[config.mk]
export PLATFORM = sky130hd
export DESIGN_NAME = hub_descriptor_table
export DESIGN_NICKNAME = d
export VERILOG_FILES = /design/src/inc/hub_desc_pkg.sv /design/src/hdl/hub_descriptor_table.sv
export VERILOG_INCLUDE_DIRS = /design/src /design/src/inc
export SDC_FILE = /design/constraint.sdc
export NUM_CORES = 1
export LEC_CHECK = 0
export BUFFER_PORTS_ARGS = -buffer_cell sky130_fd_sc_hd__buf_2
export CORE_MARGIN = 2
export CORE_UTILIZATION = 36
export DETAILED_ROUTE_END_ITERATION = 16
export SLEW_MARGIN = 10
export SYNTH_ARGS = -nofsm -noshare
export SYNTH_HDL_FRONTEND = slang
export SYNTH_SLANG_ARGS = --single-unit
[constraint.sdc]
create_clock -name clk_i -period 2.7 [get_ports clk_i]
set_input_delay 0.675 -clock clk_i [delete_from_list [all_inputs] [get_ports clk_i]]
set_output_delay 0.675 -clock clk_i [all_outputs]
set_load 0.01 [all_outputs]
[src/inc/hub_desc_params.svh]
`ifndef HUB_DESC_PARAMS_SVH
`define HUB_DESC_PARAMS_SVH

// Descriptor lengths.
`define LEN_INTF 8'h09
`define LEN_EP 8'h07
`define LEN_DEV 8'h12
`define LEN_QUAL 8'h0A

// Descriptor type codes.
`define TYPE_DEV 8'h01
`define TYPE_INTF 8'h04
`define TYPE_EP 8'h05
`define TYPE_QUAL 8'h06

// Common field values.
`define VAL_00 8'h00
`define VAL_01 8'h01
`define VAL_02 8'h02
`define VAL_03 8'h03
`define HUB_CLASS 8'h09
`define USB_REL 16'h0200
`define EP0_MPS 8'h40
`define EP_ADDR 8'h81
`define EP_ATTR 8'h03
`define EP_MPS 16'h0001
`define EP_INTERVAL 8'h0C

`endif

[src/inc/hub_desc_pkg.sv]
package hub_desc_pkg;
    // Selects which descriptor a read walks through.
    typedef enum logic [1:0] {
        SEL_INTF_MTT,
        SEL_EP_MTT,
        SEL_DEVICE,
        SEL_QUALIFIER
    } desc_sel_t;

    // Read sequencer states.
    typedef enum logic [1:0] {
        ST_IDLE,
        ST_SEND,
        ST_DONE
    } rd_state_t;
endpackage

[src/hdl/hub_descriptor_table.sv]
// Operation
// - Multi-TT interface: length, type, numbers, one endpoint.
// - Multi-TT interface: hub class, protocol 02h, no string.
// - Multi-TT descriptors only when Multi-TT advertised.
// - Status endpoint: length, type, address 81h, interrupt.
// - Status endpoint packet size 0001h, interval 0Ch.
// - Device descriptor: length, type, release, 64-byte EP0.
// - Device descriptor: hub class, protocol 01h, one config.
// - Vendor, product, device IDs come from loader.
// - String indices zero or 1,2,3 per enable.
// - Qualifier: length, type, release, hub class, protocol.
// - Qualifier: 64-byte other-speed EP0, one config, reserved.
// - Interface protocol is fixed at 02h; no input changes it.
`timescale 1ns/1ns
`include "hub_desc_params.svh"

module hub_descriptor_table (
    // Clock and reset.
    input wire logic clk_i,
    input wire logic reset_n_i,
    // Loaded configuration.
    input wire logic [15:0] vendor_id_i,
    input wire logic [15:0] product_id_i,
    input wire logic [15:0] device_id_i,
    input wire logic string_en_i,
    input wire logic mtt_enable_i,
    // Descriptor request.
    input wire logic req_valid_i,
    input wire hub_desc_pkg::desc_sel_t req_sel_i,
    input wire logic [15:0] req_len_i,
    output logic req_ready_o,
    output logic req_stall_o,
    // Byte stream out.
    output logic [7:0] data_o,
    output logic data_valid_o,
    output logic data_last_o,
    input wire logic data_ready_i
);
    import hub_desc_pkg::*;

    // Two-byte constants are held as named words so their bytes can be sliced apart.
    // A sized literal from a macro cannot be part-selected directly.
    localparam logic [15:0] USB_REL_W = `USB_REL;
    localparam logic [15:0] EP_MPS_W = `EP_MPS;

    // Sequencer state and the request captured when it was taken.
    rd_state_t state_reg, state_next;
    desc_sel_t sel_reg, sel_next;
    logic [4:0] idx_reg, idx_next; // Offset of the byte now on data_o.
    logic [4:0] end_reg, end_next; // Offset of the last byte to send.
    logic [7:0] data_reg, data_next;
    logic stall_reg, stall_next; // One-cycle refusal pulse.

    // Full length of each descriptor.
    function automatic logic [7:0] desc_len(input desc_sel_t s);
        unique case (s)
            SEL_INTF_MTT: desc_len = `LEN_INTF;
            SEL_EP_MTT: desc_len = `LEN_EP;
            SEL_DEVICE: desc_len = `LEN_DEV;
            SEL_QUALIFIER: desc_len = `LEN_QUAL;
        endcase
    endfunction

    // Pick the string index when strings are enabled, else zero.
    function automatic logic [7:0] str_idx(input logic en, input logic [7:0] idx);
        str_idx = en ? idx : `VAL_00;
    endfunction

    // Byte at a given offset of a descriptor; two-byte fields go low byte first.
    function automatic logic [7:0] desc_byte(input desc_sel_t s, input logic [4:0] o,
                                             input logic [15:0] vid, input logic [15:0] pid,
                                             input logic [15:0] did, input logic sen);
        desc_byte = `VAL_00;
        unique case (s)
            SEL_INTF_MTT: begin
                case (o)
                    5'h00: desc_byte = `LEN_INTF;
                    5'h01: desc_byte = `TYPE_INTF;
                    5'h03: desc_byte = `VAL_01;
                    5'h04: desc_byte = `VAL_01;
                    5'h05: desc_byte = `HUB_CLASS;
                    // Protocol 02h marks the Multi-TT alternate setting.
                    5'h07: desc_byte = `VAL_02;
                    default: desc_byte = `VAL_00;
                endcase
            end
            SEL_EP_MTT: begin
                case (o)
                    5'h00: desc_byte = `LEN_EP;
                    5'h01: desc_byte = `TYPE_EP;
                    5'h02: desc_byte = `EP_ADDR;
                    5'h03: desc_byte = `EP_ATTR;
                    5'h04: desc_byte = EP_MPS_W[7:0];
                    5'h05: desc_byte = EP_MPS_W[15:8];
                    5'h06: desc_byte = `EP_INTERVAL;
                    default: desc_byte = `VAL_00;
                endcase
            end
            SEL_DEVICE: begin
                case (o)
                    5'h00: desc_byte = `LEN_DEV;
                    5'h01: desc_byte = `TYPE_DEV;
                    5'h02: desc_byte = USB_REL_W[7:0];
                    5'h03: desc_byte = USB_REL_W[15:8];
                    5'h04: desc_byte = `HUB_CLASS;
                    5'h06: desc_byte = `VAL_01;
                    5'h07: desc_byte = `EP0_MPS;
                    5'h08: desc_byte = vid[7:0];
                    5'h09: desc_byte = vid[15:8];
                    5'h0A: desc_byte = pid[7:0];
                    5'h0B: desc_byte = pid[15:8];
                    5'h0C: desc_byte = did[7:0];
                    5'h0D: desc_byte = did[15:8];
                    5'h0E: desc_byte = str_idx(sen, `VAL_01);
                    5'h0F: desc_byte = str_idx(sen, `VAL_02);
                    5'h10: desc_byte = str_idx(sen, `VAL_03);
                    5'h11: desc_byte = `VAL_01;
                    default: desc_byte = `VAL_00;
                endcase
            end
            SEL_QUALIFIER: begin
                case (o)
                    5'h00: desc_byte = `LEN_QUAL;
                    5'h01: desc_byte = `TYPE_QUAL;
                    5'h02: desc_byte = USB_REL_W[7:0];
                    5'h03: desc_byte = USB_REL_W[15:8];
                    5'h04: desc_byte = `HUB_CLASS;
                    5'h07: desc_byte = `EP0_MPS;
                    5'h08: desc_byte = `VAL_01;
                    default: desc_byte = `VAL_00;
                endcase
            end
        endcase
    endfunction

    // Accept a request only while idle; the host waits for ready.
    // Ready and valid are decoded from the state register, stall comes from its own register; the byte itself is registered.
    assign req_ready_o = (state_reg == ST_IDLE);
    assign req_stall_o = stall_reg;
    assign data_o = data_reg;
    assign data_valid_o = (state_reg == ST_SEND);
    assign data_last_o = (state_reg == ST_SEND) && (idx_reg == end_reg);

    // Next-state logic of the sequencer.
    always_comb begin
        logic [15:0] full_len;
        logic [15:0] use_len;
        logic [4:0] nidx;
        full_len = 16'h0000;
        use_len = 16'h0000;
        nidx = 5'h00;
        state_next = state_reg;
        sel_next = sel_reg;
        idx_next = idx_reg;
        end_next = end_reg;
        data_next = data_reg;
        stall_next = 1'b0;
        unique case (state_reg)
            ST_IDLE: begin
                if (req_valid_i) begin
                    full_len = {8'h00, desc_len(req_sel_i)};
                    // Shortest of the requested and the full length.
                    use_len = (req_len_i < full_len) ? req_len_i : full_len;
                    // Multi-TT descriptors are refused unless advertised.
                    if ((!mtt_enable_i && (req_sel_i == SEL_INTF_MTT ||
                                           req_sel_i == SEL_EP_MTT)) ||
                        use_len == 16'h0000) begin
                        // The refusal shows for one cycle and the table stays idle.
                        stall_next = 1'b1;
                    end else begin
                        state_next = ST_SEND;
                        sel_next = req_sel_i;
                        idx_next = 5'h00;
                        end_next = 5'(use_len - 16'h0001);
                        data_next = desc_byte(req_sel_i, 5'h00, vendor_id_i,
                                              product_id_i, device_id_i, string_en_i);
                    end
                end
            end
            ST_SEND: begin
                // Advance only when the consumer takes the byte.
                if (data_ready_i) begin
                    if (idx_reg == end_reg) begin
                        state_next = ST_DONE;
                    end else begin
                        // Fetch the next byte now so that it stands from the next edge.
                        nidx = idx_reg + 5'h01;
                        idx_next = nidx;
                        data_next = desc_byte(sel_reg, nidx, vendor_id_i,
                                              product_id_i, device_id_i, string_en_i);
                    end
                end
            end
            ST_DONE: begin
                // One idle cycle between transfers keeps the handshake simple.
                state_next = ST_IDLE;
            end
            default: begin
                // The unused state code falls back to idle rather than locking up.
                // Captured request fields are left as they are; the next take overwrites them.
                state_next = ST_IDLE;
            end
        endcase
    end

    // Sequencer registers.
    always_ff @(posedge clk_i or negedge reset_n_i) begin
        if (!reset_n_i) begin
            state_reg <= ST_IDLE;
            sel_reg <= SEL_INTF_MTT;
            idx_reg <= 5'h00;
            end_reg <= 5'h00;
            data_reg <= 8'h00;
            stall_reg <= 1'b0;
        end else begin
            state_reg <= state_next;
            sel_reg <= sel_next;
            idx_reg <= idx_next;
            end_reg <= end_next;
            data_reg <= data_next;
            stall_reg <= stall_next;
        end
    end
endmodule

==> insert_results.sql, run 1 <==
INSERT INTO impl_metrics (metric_group, metric, value, unit) VALUES
('run_status', 'run_status', 'finished with violations', ''),
('run_status', 'violations_in_the_final_reports', 'setup timing', ''),
('global_route', 'initial_antenna_violation_count', '0', ''),
('final_layout', 'commonest_non_fill_non_tap_cell_in_the_layout', 'buf_2', ''),
('die', 'initial_utilization', '36.89', '%'),
('clock_network', 'post_cts_hold_buffer_count', '0', ''),
('setup_path', 'critical_path_class', 'primary input to flop', ''),
('clock_network', 'cts_root_buf', 'clkbuf_8', ''),
('global_route', 'global_route.overflow_total', '0', ''),
('final_layout', 'nNetsFinal', '526', ''),
('die', 'top_level_ports', '84', ''),
('sta', 'achievable-frequency', '284.6', 'MHz'),
('final_layout', 'multi_input_area', '1884', 'um^2'),
('power', 'p_int', '1.512', 'mW'),
('logic_synthesis', 'yosys-mux-area-fraction', '4.392', '%'),
('logic_synthesis', 'synth-compound-area-share', '30.44', '%'),
('sta', 'timing.final.max_slew_violations', '0', ''),
('final_layout', 'seq_area', '575.6', 'um^2'),
('clock_network', 'cts.reportedPaths.clkPinSlew', '0.09', 'ns'),
('route', 'detailedRoute.firstIterationViolations', '228', ''),
('setup_path', 'crit_path_required_time', '2.84', 'ns'),
('logic_synthesis', 'ys.flop_type', 'dfrtp_1', ''),
('setup_path', 'worstRegToRegCells', '9', ''),
('setup_path', 'crit_path_end_kind', 'flop', ''),
('clock_network', 'clock_insertion_delay_worst_skew', '0.27', 'ns'),
('final_layout', 'most-common-layout-cells', '81 x buf_2, 48 x buf_4, 35 x nand2_1', ''),
('final_layout', 'layout.cell_area.non_filler', '3575', 'um^2'),
('place', 'port-buffer-count', '83', ''),
('route', 'routedWlPerCell', '15.55', 'um'),
('global_route', 'grt_start_max_net_pins', '24', ''),
('power', 'seq_power_share', '22.7', '%'),
('logic_synthesis', 'ys_seq_area_share', '23.22', '%'),
('logic_synthesis', 'synth_async_sr_flop_share', '100.0', '%'),
('final_layout', 'final_util', '53.20', '%'),
('die', 'floorplan.die.width', '86.98', 'um'),
('die', 'coreArea', '6719', 'um^2'),
('sta', 'setup_violations', '22', ''),
('route', 'ant_nets', '0', ''),
('sta', 'fin_skew', '0.01221', 'ns'),
('final_layout', 'num-fill-cells', '650', ''),
('final_layout', 'insertedDiodeCount', '0', ''),
('route', 'vias_per_cell', '5.638', ''),
('logic_synthesis', 'post_synth_inst_count', '317', ''),
('logic_synthesis', 'syn_nets', '403', ''),
('sta', 'final.period_utilization', '130.1', '%'),
('route', 'wirelength', '8.070', 'mm'),
('sta', 'final_number_of_hold_violating_endpoints', '0', ''),
('global_route', 'first_global_vias', '2614', ''),
('sta', 'max_slew.worst_pin.slew', '0.5155', 'ns'),
('power', 'clkPwrFrac', '7.3', '%'),
('global_route', 'wire_length_of_the_first_global_routing_pass', '12.34', 'mm'),
('sta', 'rsz0062_at_grt', 'yes', ''),
('sta', 'layout_setup_ws', '-0.8135', 'ns'),
('die', 'die_height', '86.98', 'um'),
('logic_synthesis', 'synth_enable_flop_cells', '0', ''),
('logic_synthesis', 'synthAdderAreaFrac', '7.067', '%'),
('logic_synthesis', 'postSynthRegisterBits', '23', ''),
('die', 'total_number_of_placement_rows', '30', ''),
('run', 'number_of_maximum_capacitance_constraint_violations', '0', ''),
('sta', 'max_slew_margin', '64.75', '%'),
('route', 'route.detailed.drc', '0', ''),
('logic_synthesis', 'syn_avg_cell_area', '7.819', 'um^2'),
('final_layout', 'flow.area_growth_from_synthesis', '44.22', '%'),
('logic_synthesis', 'synth_top_family_by_area', 'compound AO/OA/AOI/OAI gates', ''),
('logic_synthesis', 'yosys.cell_types.count', '65', ''),
('logic_synthesis', 'yosysWarnings', '0', ''),
('power', 'power.switching_fraction', '48.17', '%'),
('power', 'power_switching', '1.405', 'mW'),
('setup_path', 'cp_max_fo', '5', ''),
('sta', 'period_minus_slack', '3.514', 'ns'),
('clock_network', 'cts_tree', 'yes', '');
[cell usage after synthesis, types with 6 or more instances]
cell / instances / share of area, %
o31ai_1: 6 / 1.8
a22o_1: 9 / 3.2
nand2b_1: 7 / 1.8
and2_1: 6 / 1.5
inv_1: 15 / 2.3
nor3_1: 8 / 1.6
clkbuf_1: 9 / 1.4
a21oi_1: 13 / 2.6
ha_1: 14 / 7.1
mux2i_1: 6 / 2.4
xnor2_1: 7 / 2.5
a31oi_1: 6 / 1.5
o21ai_0: 19 / 3.8
dfrtp_1: 23 / 23
nand2_1: 36 / 5.5
nor2_1: 28 / 4.2
nand3_1: 13 / 2.6
buf_2: 8 / 1.6
[final cells by class]
class / instances / area share (%)
clock buffers: 3 / 1.155
clock inverters: 1 / 0.1400
inverters: 16 / 1.925
multi-input cells: 257 / 52.71
flip-flops and latches: 23 / 16.10
well taps: 80 / 2.800
repair buffers: 139 / 25.17
[worst paths after layout]
| kind | slack, ns | startpoint | end |
|---|---|---|---|
| min | 0.38 | reset_n_i | idx_reg[2] |
| max | -0.81 | req_sel_i[1] | data_o[4] |
| max reg2reg | 0.15 | idx_reg[1] | data_o[7] |
| min in group clk_i | 0.49 | data_o[2] | data_o[2] |
| min reg2reg | 0.49 | data_o[2] | data_o[2] |
| max in group asynchronous | 1.96 | reset_n_i | data_o[0] |
[metrics by stage]
| stage | hold slack [ns] | cells | total power, mW | worst slack, ns |
|---|---|---|---|---|
| after floorplan | 0.3794 | 317 | 1.917 | -0.9357 |
| after global placement | 0.4623 | 504 | 2.513 | -1.074 |
| after detailed placement | 0.4758 | 504 | 2.532 | -1.192 |
| after CTS | 0.3951 | 517 | 2.894 | -0.8448 |
| after global routing | 0.4180 | 519 | 3.145 | -0.9583 |
| final | 0.3792 | 519 | 2.917 | -0.8135 |
[logic make-up (layout without fill, tap and decap cells)]
| group | Yosys count | in the layout |
|---|---|---|
| muxes | 10 | 10 |
| and+or+nand+nor | 120 | 120 |
| DFF | 23 | 23 |
| xor gates and xnor gates | 12 | 12 |
| buffers and inverters | 37 | 159 |
| AOI/OAI and AO/OA | 101 | 101 |
| adders and majority gates | 14 | 14 |
[routing by layer]
metal | part of all wire, % | track usage (%) | vias up
met4 | 1.3 | 5.256 | 0
li1 | - | - | 1420
met1 | 43 | 27.29 | 1367
met2 | 50 | 35.60 | 131
met5 | 0 | 0 | -
met3 | 6.2 | 1.517 | 8
[what timing repair did]
item,4_1_cts,5_1_grt
gates cloned,1,0
pin swaps,12,4
resized for setup,22,13
buffers inserted,8,3
endpoints found under the setup margin,22,22
[power by group through the flow]
stage | sequential [mW] | combinational [mW] | clock [mW]
2_1_floorplan | 0.588 | 1.33 | 0
3_3_place_gp | 0.663 | 1.85 | 0
3_5_place_dp | 0.662 | 1.87 | 0
4_1_cts | 0.656 | 2.02 | 0.215
5_1_grt | 0.684 | 2.23 | 0.228
6_report | 0.663 | 2.04 | 0.212
[worst max-delay path: stages]
cell and delay [ns]:
buf_8 0.10, clkinvlp_4 0.11, ha_4 0.16, inv_4 0.04, ha_4 0.15, a2111o_1 0.33, a41oi_4 0.29, nand2b_1 0.15
o31ai_4 0.08, ha_2 0.20, or3b_4 0.38, nor2_2 0.08, nor2_1 0.05, mux2_4 0.27, nor2b_4 0.15, buf_4 0.14
buf_12 0.10, nor2b_2 0.13, a21oi_1 0.05
(Power assumes the default switching activity.)
==> run 2: changes to the inputs <==
- BUFFER_PORTS_ARGS: -buffer_cell sky130_fd_sc_hd__buf_2 -> -buffer_cell sky130_fd_sc_hd__buf_4
==> insert_results.sql, run 2 (same netlist as run 1, synthesis figures left out) <==
INSERT INTO impl_metrics (metric_group, metric, value, unit) VALUES
('clock_network', 'cts_made_buffers', '3', ''),
('die', 'coreArea', '6719', 'um^2'),
('sta', 'final.period_utilization', '135.2', '%'),
('final_layout', 'nNetsFinal', '541', ''),
('power', 'static-leakage-power', '1.756', 'nW'),
('place', 'dpl_wire_length', '6.519', 'mm'),
('global_route', 'initial_antenna_violation_count', '0', ''),
('final_layout', 'largest_register_ff_count', '8', ''),
('global_route', 'grt_util_met2', '40.53', '%'),
('clock_network', 'clock_insertion_delay_worst_skew', '0.26', 'ns'),
('global_route', 'globalRouteMet1Util', '29.17', '%'),
('clock_network', 'ctsLongestPathBuffers', '2', ''),
('setup_path', 'critical_path_class', 'primary input to flop', ''),
('setup_path', 'worstPathBufferInverterCount', '21', ''),
('setup_path', 'crit_path_end_kind', 'flop', ''),
('setup_path', 'critPathTopFamily', 'buffers and inverters', ''),
('run', 'number_of_maximum_capacitance_constraint_violations', '0', ''),
('setup_path', 'arrival_time_of_the_worst_setup_path', '3.80', 'ns'),
('run_status', 'run_status', 'finished with violations', ''),
('sta', 'achievable-frequency', '273.8', 'MHz'),
('route', 'num_vias', '2955', ''),
('sta', 'final_number_of_hold_violating_endpoints', '0', ''),
('final_layout', 'insertedDiodeCount', '0', ''),
('setup_path', 'cp_max_fo', '2', ''),
('route', 'route.detailed.drc', '0', ''),
('global_route', 'grt_start_max_net_pins', '24', ''),
('clock_network', 'cts_root_buf', 'clkbuf_8', ''),
('sta', 'max_slew.worst_pin.slew', '0.9557', 'ns'),
('route', 'routedWlPerCell', '16.53', 'um'),
('sta', 'fin_skew', '0.005021', 'ns'),
('sta', 'setup_violations', '22', ''),
('route', 'detailedRoute.firstIterationViolations', '285', ''),
('route', 'drt_pass1_iterations', '4', ''),
('place', 'place_worst_setup_slack', '-1.285', 'ns'),
('die', 'die_height', '86.98', 'um'),
('route', 'wirelength', '8.828', 'mm'),
('die', 'die_area', '7565', 'um^2'),
('run_status', 'violations_in_the_final_reports', 'setup timing', ''),
('clock_network', 'cts.htree.levels', '1', ''),
('global_route', 'global_route.overflow_total', '0', ''),
('power', 'power_density', '766.6', 'nW/um^2'),
('global_route', 'first_global_vias', '2812', ''),
('sta', 'timing.final.max_slew_violations', '0', ''),
('power', 'vdd_drop_max', '0.0002780', 'V'),
('final_layout', 'layout.cell_area.non_filler', '3953', 'um^2'),
('route', 'vias_per_cell', '5.534', ''),
('final_layout', 'flow.area_growth_from_synthesis', '59.46', '%'),
('die', 'top_level_ports', '84', ''),
('final_layout', 'drive_above_1_share', '45.15', '%'),
('die', 'total_number_of_placement_rows', '30', ''),
('global_route', 'grt-busiest-layer', 'met2', ''),
('place', 'port-buffer-count', '83', ''),
('sta', 'rsz0062_at_grt', 'yes', ''),
('die', 'floorplan.die.width', '86.98', 'um'),
('sta', 'max_slew_margin', '34.64', '%'),
('place', 'finalWeightedCongestion', '0.8785', ''),
('place', 'placed_area', '3517', 'um^2'),
('setup_path', 'timing.critical_path.slowest_cell_delay', '0.26', 'ns'),
('clock_network', 'cts_sinks', '23', ''),
('sta', 'whs', '0.2983', 'ns'),
('setup_path', 'crit_path_start_kind', 'primary input', ''),
('final_layout', 'num-fill-cells', '604', ''),
('sta', 'setup_total_neg_slack', '-16.74', 'ns'),
('setup_path', 'crit_path_required_time', '2.85', 'ns'),
('setup_path', 'path_common_cell', 'buf_4', ''),
('final_layout', 'most-common-layout-cells', '144 x buf_4, 31 x nand2_1, 25 x nor2_1', ''),
('die', 'initial_utilization', '36.89', '%'),
('clock_network', 'cts_tree', 'yes', ''),
('global_route', 'wire_length_of_the_first_global_routing_pass', '13.68', 'mm'),
('hold_path', 'min-delay-path-class', 'primary input to async pin', ''),
('global_route', 'global_routing_met3_resource_utilization', '1.517', '%'),
('clock_network', 'cts.reportedPaths.clkPinSlew', '0.08', 'ns'),
('route', 'ant_nets', '0', ''),
('final_layout', 'commonest_non_fill_non_tap_cell_in_the_layout', 'buf_4', ''),
('setup_path', 'slowest_stage', 'mux2_2', ''),
('sta', 'layout_setup_ws', '-0.9517', 'ns'),
('global_route', 'gr-usage-all-layers', '22.61', '%'),
('sta', 'period_minus_slack', '3.652', 'ns');
run 2: final timing paths:
path	from	endpoint	slack [ns]	depth (start not counted)
max	req_sel_i[1]	end_reg[2]	-0.95	26
max reg2reg	idx_reg[3]	data_o[1]	-0.08	8
min reg2reg	data_o[6]	data_o[6]	0.52	1
min	reset_n_i	data_o[6]	0.30	1
max in group asynchronous	reset_n_i	data_o[0]	2.16	1
min in group clk_i	data_o[6]	data_o[6]	0.52	1
run 2: stage by stage:
| stage | utilization (%) | instances | total power, mW |
|---|---|---|---|
| after global placement | 52.35 | 504 | 2.591 |
| after global routing | 58.83 | 534 | 3.267 |
| after floorplan | - | 317 | 1.917 |
| final | 58.83 | 534 | 3.030 |
| after detailed placement | 52.35 | 504 | 2.608 |
| after CTS | 56.78 | 532 | 2.892 |
run 2: timing repair:
item / in CTS / in global routing
gates cloned: 1 / 0
endpoints found under the setup margin: 22 / 22
hold buffers: 0 / 0
pin swaps: 8 / 8
gates resized for setup: 15 / 29
setup buffers: 23 / 2
run 2: power by group:
part	switching (mW)	internal, mW
registers	0.207	0.481
logic	1.14	0.990
clock network	0.107	0.103
total	1.46	1.57
run 2: area by class of cell:
cell class	count	area [um^2]	share of cell area (%)
Tap cell	80	100.1	2.532
Multi-Input combinational cell	258	1949	49.32
Clock buffer	3	41.29	1.045
Clock inverter	1	5.005	0.1266
Sequential cell	23	575.6	14.56
Timing Repair Buffer	153	1212	30.67
Inverter	16	68.82	1.741
run 2: layer usage:
layer	routed length [um]	part of all wire, %
met2	4496	51
met5	0	0
met3	429	4.9
met4	125	1.4
met1	3776	43
